==> src/mls_regs.vh <==
// Constants for the margin-low setpoint and output slew-rate command pair.
// Assumes a single 40 MHz core clock; included by every design file of the block.
`ifndef MLS_REGS_VH
`define MLS_REGS_VH

// ==========================================================
// Command codes
`define MLS_CMD_MARGIN_LOW    8'h26
`define MLS_CMD_SLEW_RATE     8'h27

// ==========================================================
// Margin-low setpoint word layout
`define MLS_ML_MSB            9
`define MLS_ML_W              10
`define MLS_ML_DFLT_BIT0      10'd496
`define MLS_ML_DFLT_BIT1      10'd488
`define MLS_ML_STORE_THRESH   10'd492

// ==========================================================
// Slew-rate word layout
`define MLS_SR_EXP_MSB        15
`define MLS_SR_EXP_LSB        11
`define MLS_SR_EXP_VALUE      5'h1d
`define MLS_SR_MANT_W         8

// Range bounds of the eight supported slew settings (lower limits)
`define MLS_SR_BOUND1         8'd8
`define MLS_SR_BOUND2         8'd15
`define MLS_SR_BOUND3         8'd30
`define MLS_SR_BOUND4         8'd42
`define MLS_SR_BOUND5         8'd62
`define MLS_SR_BOUND6         8'd84
`define MLS_SR_BOUND7         8'd144

// Applied rate per setting in 0.125 mV/us units; also the restore mantissa
`define MLS_SR_RATE0          8'd5
`define MLS_SR_RATE1          8'd10
`define MLS_SR_RATE2          8'd20
`define MLS_SR_RATE3          8'd39
`define MLS_SR_RATE4          8'd52
`define MLS_SR_RATE5          8'd78
`define MLS_SR_RATE6          8'd104
`define MLS_SR_RATE7          8'd156

// ==========================================================
// Margin mode codes of the operation margin field
`define MLS_MRG_NONE          2'b00
`define MLS_MRG_LOW           2'b01
`define MLS_MRG_HIGH          2'b10

// ==========================================================
// Timing
`define MLS_CLK_PERIOD_NS     25
`define MLS_US_NS             1000
// Core clock cycles in one microsecond at the 25 ns period
`define MLS_CYCLES_PER_US     16'd40

`endif

==> src/mls_regs.v <==
// Margin-low setpoint and output slew-rate command registers with target ramping.
// Assumes command-level word accesses decoded by the PMBus engine on core_clk,
// and an NVM controller that pulses restore and store on the same clock.
`timescale 1ns/100ps
`default_nettype none
`include "mls_regs.vh"

module mls_regs #(
  parameter [15:0] STEP_COST = `MLS_CYCLES_PER_US
) (
  input  wire              core_clk,
  input  wire              rst,
  input  wire [7:0]        cmd_code,
  input  wire              wr_strobe,
  input  wire [15:0]       wr_data,
  input  wire              rd_strobe,
  output reg  [15:0]       rd_data,
  output reg               rd_valid,
  input  wire              nvm_restore,
  input  wire              low_margin_default_bit,
  input  wire [2:0]        nvm_rate_setting,
  input  wire              nvm_store,
  output reg               store_default_bit,
  output reg  [2:0]        store_rate_setting,
  output reg               store_valid,
  input  wire              relative_format,
  input  wire [1:0]        margin_mode,
  input  wire [15:0]       vout_command,
  input  wire [15:0]       margin_high_setpoint,
  input  wire signed [15:0] vout_trim,
  input  wire [16:0]       vout_limit_min,
  input  wire [16:0]       vout_limit_max,
  input  wire              onoff_ramp_active,
  input  wire              status_clear,
  output reg               status_invalid_data,
  output reg               host_alert,
  output reg  [2:0]        applied_rate_setting,
  output wire signed [16:0] output_target,
  output wire              slew_active
);

  // ==========================================================
  // Register state
  reg [`MLS_ML_MSB:0]         margin_low;
  reg [`MLS_SR_MANT_W-1:0]    rate_mantissa;
  reg signed [16:0]           goal;

  wire [2:0] quant_setting;
  wire [7:0] quant_rate;

  // ==========================================================
  // Range check for a margin-low write
  wire signed [16:0] trim_ext      = {vout_trim[15], vout_trim};
  wire signed [16:0] wr_margin_sum = $signed({7'h00, wr_data[`MLS_ML_MSB:0]}) + trim_ext;
  wire               wr_in_range   = (wr_margin_sum >= $signed(vout_limit_min)) &&
                                     (wr_margin_sum <= $signed(vout_limit_max));
  wire               wr_margin_low = wr_strobe && (cmd_code == `MLS_CMD_MARGIN_LOW);
  wire               wr_slew       = wr_strobe && (cmd_code == `MLS_CMD_SLEW_RATE);
  wire               invalid_write = wr_margin_low && !wr_in_range;

  // ==========================================================
  // Margin-low setpoint
  always @(posedge core_clk or posedge rst) begin
    if (rst) begin
      margin_low <= `MLS_ML_DFLT_BIT0;
    end else if (nvm_restore) begin
      margin_low <= low_margin_default_bit ? `MLS_ML_DFLT_BIT1 : `MLS_ML_DFLT_BIT0;
    end else if (wr_margin_low && wr_in_range) begin
      margin_low <= wr_data[`MLS_ML_MSB:0];
    end
  end

  // ==========================================================
  // Slew-rate mantissa
  reg [7:0] restore_mantissa;
  always @* begin
    case (nvm_rate_setting)
      3'h0:    restore_mantissa = `MLS_SR_RATE0;
      3'h1:    restore_mantissa = `MLS_SR_RATE1;
      3'h2:    restore_mantissa = `MLS_SR_RATE2;
      3'h3:    restore_mantissa = `MLS_SR_RATE3;
      3'h4:    restore_mantissa = `MLS_SR_RATE4;
      3'h5:    restore_mantissa = `MLS_SR_RATE5;
      3'h6:    restore_mantissa = `MLS_SR_RATE6;
      default: restore_mantissa = `MLS_SR_RATE7;
    endcase
  end

  always @(posedge core_clk or posedge rst) begin
    if (rst) begin
      rate_mantissa <= `MLS_SR_RATE0;
    end else if (nvm_restore) begin
      rate_mantissa <= restore_mantissa;
    end else if (wr_slew) begin
      // Only the low byte lands; upper bits of the word are dropped
      rate_mantissa <= wr_data[7:0];
    end
  end

  mls_slew_quant u_quant (
    .mantissa (rate_mantissa),
    .setting  (quant_setting),
    .rate     (quant_rate)
  );

  always @(posedge core_clk or posedge rst) begin
    if (rst) begin
      applied_rate_setting <= 3'h0;
    end else begin
      applied_rate_setting <= quant_setting;
    end
  end

  // ==========================================================
  // Register reads
  always @(posedge core_clk or posedge rst) begin
    if (rst) begin
      rd_data  <= 16'h0000;
      rd_valid <= 1'b0;
    end else begin
      rd_valid <= rd_strobe;
      if (rd_strobe) begin
        case (cmd_code)
          `MLS_CMD_MARGIN_LOW: rd_data <= {6'h00, margin_low};
          `MLS_CMD_SLEW_RATE:  rd_data <= {`MLS_SR_EXP_VALUE, 3'h0, rate_mantissa};
          default:             rd_data <= 16'h0000;
        endcase
      end
    end
  end

  // ==========================================================
  // Invalid-data status and host alert
  always @(posedge core_clk or posedge rst) begin
    if (rst) begin
      status_invalid_data <= 1'b0;
      host_alert          <= 1'b0;
    end else if (invalid_write) begin
      // A new fault outranks a clear in the same cycle
      status_invalid_data <= 1'b1;
      host_alert          <= 1'b1;
    end else if (status_clear) begin
      status_invalid_data <= 1'b0;
      host_alert          <= 1'b0;
    end
  end

  // ==========================================================
  // NVM store image
  always @(posedge core_clk or posedge rst) begin
    if (rst) begin
      store_default_bit  <= 1'b0;
      store_rate_setting <= 3'h0;
      store_valid        <= 1'b0;
    end else begin
      store_valid <= nvm_store;
      if (nvm_store) begin
        store_default_bit  <= (margin_low < `MLS_ML_STORE_THRESH);
        store_rate_setting <= quant_setting;
      end
    end
  end

  // ==========================================================
  // Output goal selection
  wire signed [16:0] low_goal  = relative_format ?
                                 ($signed({7'h00, margin_low}) + trim_ext) :
                                 ($signed({1'b0, vout_command}) + trim_ext);
  wire signed [16:0] high_goal = $signed({1'b0, margin_high_setpoint}) + trim_ext;
  wire signed [16:0] nom_goal  = $signed({1'b0, vout_command}) + trim_ext;

  always @(posedge core_clk or posedge rst) begin
    if (rst) begin
      goal <= 17'h00000;
    end else begin
      case (margin_mode)
        `MLS_MRG_LOW:  goal <= low_goal;
        `MLS_MRG_HIGH: goal <= high_goal;
        default:       goal <= nom_goal;
      endcase
    end
  end

  // ==========================================================
  // Slewed target
  mls_target_ramp #(
    .TW        (17),
    .STEP_COST (STEP_COST)
  ) u_ramp (
    .core_clk (core_clk),
    .rst      (rst),
    .goal     (goal),
    .rate     (quant_rate),
    .bypass   (onoff_ramp_active),
    .target   (output_target),
    .ramping  (slew_active)
  );

endmodule

`default_nettype wire

==> src/mls_slew_quant.v <==
// Maps a slew-rate mantissa onto one of eight supported settings.
// Pure combinational; the caller registers the setting and feeds the rate straight to the ramp.
`timescale 1ns/100ps
`default_nettype none
`include "mls_regs.vh"

module mls_slew_quant (
  input  wire [7:0] mantissa,
  output reg  [2:0] setting,
  output reg  [7:0] rate
);

  always @* begin
    if (mantissa < `MLS_SR_BOUND1) begin
      setting = 3'h0;
    end else if (mantissa < `MLS_SR_BOUND2) begin
      setting = 3'h1;
    end else if (mantissa < `MLS_SR_BOUND3) begin
      setting = 3'h2;
    end else if (mantissa < `MLS_SR_BOUND4) begin
      setting = 3'h3;
    end else if (mantissa < `MLS_SR_BOUND5) begin
      setting = 3'h4;
    end else if (mantissa < `MLS_SR_BOUND6) begin
      setting = 3'h5;
    end else if (mantissa < `MLS_SR_BOUND7) begin
      setting = 3'h6;
    end else begin
      setting = 3'h7;
    end
  end

  always @* begin
    case (setting)
      3'h0:    rate = `MLS_SR_RATE0;
      3'h1:    rate = `MLS_SR_RATE1;
      3'h2:    rate = `MLS_SR_RATE2;
      3'h3:    rate = `MLS_SR_RATE3;
      3'h4:    rate = `MLS_SR_RATE4;
      3'h5:    rate = `MLS_SR_RATE5;
      3'h6:    rate = `MLS_SR_RATE6;
      default: rate = `MLS_SR_RATE7;
    endcase
  end

endmodule

`default_nettype wire

==> src/mls_target_ramp.v <==
// Moves the applied output target toward a goal one LSB at a time; bypass loads the goal at once.
// Assumes rate in 0.125 mV/us units and a step cost of one LSB worth of rate-cycles.
`timescale 1ns/100ps
`default_nettype none
`include "mls_regs.vh"

module mls_target_ramp #(
  parameter        TW        = 17,
  parameter [15:0] STEP_COST = 16'd40
) (
  input  wire                 core_clk,
  input  wire                 rst,
  input  wire signed [TW-1:0] goal,
  input  wire [7:0]           rate,
  input  wire                 bypass,
  output reg  signed [TW-1:0] target,
  output reg                  ramping
);

  localparam [2:0] ST_IDLE = 3'b001;
  localparam [2:0] ST_UP   = 3'b010;
  localparam [2:0] ST_DOWN = 3'b100;

  reg [2:0]  state;
  reg [15:0] acc;
  wire [15:0] acc_sum = acc + {8'h00, rate};
  wire        step    = (acc_sum >= STEP_COST);
  // Capped so a rate above one step per cycle cannot wrap the accumulator
  wire [15:0] acc_left = acc_sum - STEP_COST;
  wire [15:0] acc_next = (acc_left > STEP_COST) ? STEP_COST : acc_left;

  always @(posedge core_clk or posedge rst) begin
    if (rst) begin
      state   <= ST_IDLE;
      acc     <= 16'h0000;
      target  <= {TW{1'b0}};
      ramping <= 1'b0;
    end else if (bypass) begin
      // On/off sequencing owns the target; no programmed slew here
      state   <= ST_IDLE;
      acc     <= 16'h0000;
      target  <= goal;
      ramping <= 1'b0;
    end else begin
      case (state)
        ST_IDLE: begin
          acc <= 16'h0000;
          if (goal > target) begin
            state   <= ST_UP;
            ramping <= 1'b1;
          end else if (goal < target) begin
            state   <= ST_DOWN;
            ramping <= 1'b1;
          end
        end
        ST_UP: begin
          if (goal <= target) begin
            state   <= ST_IDLE;
            ramping <= 1'b0;
          end else begin
            acc <= step ? acc_next : acc_sum;
            if (step) begin
              target <= target + {{(TW-1){1'b0}}, 1'b1};
            end
          end
        end
        ST_DOWN: begin
          if (goal >= target) begin
            state   <= ST_IDLE;
            ramping <= 1'b0;
          end else begin
            acc <= step ? acc_next : acc_sum;
            if (step) begin
              target <= target - {{(TW-1){1'b0}}, 1'b1};
            end
          end
        end
        default: begin
          state   <= ST_IDLE;
          ramping <= 1'b0;
        end
      endcase
    end
  end

endmodule

`default_nettype wire

==> config.mk <==
export PLATFORM = sky130hd
export DESIGN_NAME = mls_regs
export DESIGN_NICKNAME = d
export VERILOG_FILES = /design/src/mls_regs.v /design/src/mls_slew_quant.v /design/src/mls_target_ramp.v
export VERILOG_INCLUDE_DIRS = /design/src
export SDC_FILE = /design/constraint.sdc
export NUM_CORES = 1
export LEC_CHECK = 0
export ABC_AREA = 1
export BUFFER_PORTS_ARGS = -buffer_cell sky130_fd_sc_hd__buf_2
export CORE_UTILIZATION = 35
export CTS_CLUSTER_SIZE = 12
export DETAILED_ROUTE_END_ITERATION = 10
export PLACE_DENSITY = 0.52
export SYNTH_ARGS = -nofsm -noshare
export SYNTH_HDL_FRONTEND = slang
export SYNTH_HIERARCHICAL = 1
export SYNTH_SLANG_ARGS = --single-unit
==> constraint.sdc <==
create_clock -name core_clk -period 4.5 [get_ports core_clk]
set_input_delay 0.225 -clock core_clk [delete_from_list [all_inputs] [get_ports core_clk]]
set_output_delay 0.225 -clock core_clk [all_outputs]
set_load 0.1 [all_outputs]
==> results.sh <==
export IMPL_power_mw=4.88
export IMPL_p_leak_nw=6.97
export IMPL_rsz0062_at_grt="false"
export IMPL_tritoncts="built"
export IMPL_synthAdderAreaFrac_pct=15.7
export IMPL_antenna_found_initial=4
export IMPL_hold_violations=0
export IMPL_ir_drop_uv=279
export IMPL_dr_pass1_iters=5
export IMPL_path_class="reg2reg"
export IMPL_nets=2110
export IMPL_port_buffers=157
export IMPL_synth_top_area_cell="dfrtp_1"
export IMPL_crit_arrival_ps=4100
export IMPL_die_x_um=180
export IMPL_synth_edf_count=0
export IMPL_worstMarginPinSlew_ps=828
export IMPL_ys_async_sr_fraction_pct=100
export IMPL_critPathCaptureType="flip-flop"
export IMPL_ys_ff_latch=93
export IMPL_fillers=3397
export IMPL_synthFlopType="dfrtp_1"
export IMPL_routed_wl_um=33100
export IMPL_hpwl_um=28100
export IMPL_netlist_area_sq_um=11100
export IMPL_grt_pass1_wl_um=54300
export IMPL_cts_path_max_buffers=2
export IMPL_cts_htree_levels=3
export IMPL_grt_usage_pct=20.6
export IMPL_gp_congestion=0.935
export IMPL_synth_area_leaders="dfrtp_1 19%, nand2_1 17%, ha_1 15%"
export IMPL_drc=0
export IMPL_synthCells=1708
export IMPL_fmax_ghz=0.262
export IMPL_design_die_area_sq_um=32500
export IMPL_yosys_area_top_type_share_pct=19.1
export IMPL_cap_viol_max_count=0
export IMPL_ioPinCount=166
export IMPL_ctsResizeCount=0
export IMPL_power_density_nw_per_um2=389
export IMPL_cts_setup_buffers=0
export IMPL_worstPathMaxFanout=6
export IMPL_dieHeight_um=180
export IMPL_vias_per_cell=4.95
export IMPL_slew_violations=0
export IMPL_fin_crit_ps=3810
export IMPL_finalCritPeriodShare_pct=84.7
export IMPL_seq_area_frac_synth_pct=21.0
export IMPL_clk_pin_slew_ps=90
export IMPL_core_sq_um=30900
export IMPL_area_growth_pct=12.9
export IMPL_cp_start_kind="flip-flop"
export IMPL_vias=11156
export IMPL_drtIter0Drc=744
export IMPL_min_path_type="in2reg"
export IMPL_first_global_vias=10811
export IMPL_status="finished, final reports clean"
export IMPL_grt_max_degree=40
export IMPL_holdWs_ps=63.8
export IMPL_synthMuxAreaShare_pct=0.304
export IMPL_cts_hold_buf=1
export IMPL_synth_simple_gate_area_share_pct=37.6
export IMPL_cp_required_ps=4790
export IMPL_finalClockSkew_ps=19.4
export IMPL_antenna_left=0
export IMPL_cts_sinks=93
export IMPL_yosysWarnings=6
export IMPL_wl_per_cell_um=14.7
export IMPL_cts_root_buffer="clkbuf_16"
export IMPL_synth_compound_area_share_pct=13.2
export IMPL_initial_utilization_pct=36.0
export IMPL_drive_gt1_share_pct=15.5
export IMPL_clkLatencyLatePin_ps=360
export IMPL_cts_made_buffers=9
export IMPL_rows=64
export IMPL_grt_overflow_total=0
export IMPL_syn_avg_cell_area_sq_um=6.52
export IMPL_ys_types=60
export IMPL_maxSlewHeadroom_pct=44.2
export IMPL_synth_xor_area_share_pct=2.36
export IMPL_tns_ps=0
export IMPL_finalSetupViolCount=0
export IMPL_synth_top_family_by_area="simple AND/OR/NAND/NOR gates"
[placed cells by master (no fill, tap or decap), types with 9 or more instances in the layout]
cell type  Yosys  layout
xor2_1        15      15
dfrtp_1       85      85
clkbuf_16      0       9
nor2_2        12      12
nand2_2       36      36
nor3_1        12      12
o21ai_0       73      73
a21oi_1      114     114
nand3_2       18      18
ha_1         130     130
nand2_1      514     514
xnor2_1       15      15
nand3_1      153     153
inv_1        230     229
nand4_1       26      26
nor2_1       110     110
buf_2          5     157
[layout make-up]
| cell class | count | area, sq um | share of cell area, % |
|---|---|---|---|
| diodes | 1 | 2.50 | 0.0199 |
| clock buffers | 9 | 225 | 1.79 |
| clock inverters | 7 | 83.8 | 0.667 |
| flip-flops and latches | 93 | 2340 | 18.6 |
| inverters | 238 | 893 | 7.11 |
| multi-input cells | 1350 | 7710 | 61.4 |
| repair buffers | 161 | 818 | 6.51 |
| well taps | 396 | 495 | 3.94 |
[critical path: stages, from the launching register on]
cell	delay (ps)
dfrtp_1	470
nor2_2	210
nand2_2	80
a21oi_1	160
inv_1	90
nand3_1	100
nand2_1	70
ha_1	260
fa_1	490
nand3_1	130
nand2_1	90
nand2_1	60
nand2_1	110
ha_1	240
inv_1	50
nand3_1	130
nand2_1	130
inv_1	100
nand4_1	100
nand2_1	50
nor2_1	90
nand3_1	150
nand2_1	190
nand3_1	90
nand2_1	90
[kinds of logic (layout without fill, tap and decap cells)]
logic type,Yosys count,count (layout)
DFF,93,93
other,1,3
AOI/OAI and AO/OA,256,256
and+or+nand+nor,923,923
xor gates and xnor gates,30,30
adders and majority gates,136,136
buffers and inverters,266,415
muxes,3,3
[per-stage QoR]
stage	instances	worst slack [ps]	cell area, sq um	util, %
6_report	2255	687	12600	40.6
2_1_floorplan	1709	1280	11100	-
5_1_grt	2254	179	12600	40.6
3_3_place_gp	2237	689	12200	39.6
3_5_place_dp	2237	704	12200	39.6
4_1_cts	2254	689	12600	40.6
[power by group]
group / switching [mW] / internal [mW]
combinational: 2.09 / 0.823
clock: 0.403 / 0.400
sequential: 0.172 / 0.995
[synthesized netlist by cell type (7+ instances only)]
cell type / n
nand3_2: 18
o211ai_1: 7
a31oi_1: 7
nand3_1: 153
nand3b_1: 8
o21bai_1: 7
inv_1: 230
nand2_1: 514
dfstp_2: 8
dfrtp_1: 85
ha_1: 130
nor2_2: 12
nor3_1: 12
o31ai_1: 8
nand2_2: 36
buf_4: 11
a21oi_1: 114
nor2_1: 110
or2_2: 7
xor2_1: 15
o21ai_0: 73
nand4_1: 26
xnor2_1: 15
[flip-flops by register name, indices dropped and copies added (netlist names)]
name / cells
store_valid: 1
goal: 17
u_ramp/target: 17
rd_data: 11
rd_valid: 1
u_ramp/acc: 16
rate_mantissa: 8
host_alert: 1
u_ramp/ramping: 1
margin_low: 10
applied_rate_setting: 3
store_default_bit: 1
u_ramp/state: 3
store_rate_setting: 3
[metal layers]
layer | vias to the layer above | track usage [%] | share of wire, %
li1 | 5912 | - | -
met1 | 4980 | 27.0 | 48
met2 | 223 | 35.9 | 47
met3 | 37 | 2.47 | 3.5
met4 | 4 | 4.65 | 1.6
met5 | - | 0 | 0.054
[worst paths after layout]
kind | to | cells after the start | startpoint | slack [ps]
max in group asynchronous | rd_data[2] | 4 | rst | 3240
setup / recovery | u_ramp/acc[0] | 24 | rate_mantissa[5] | 690
hold / removal | host_alert | 2 | status_clear | 60
setup reg to reg | u_ramp/acc[0] | 24 | rate_mantissa[5] | 690
min in group asynchronous | goal[1] | 3 | rst | 420
hold reg to reg | u_ramp/acc[6] | 2 | u_ramp/acc[6] | 470
Note: power is estimated with default switching activity, not from simulation.
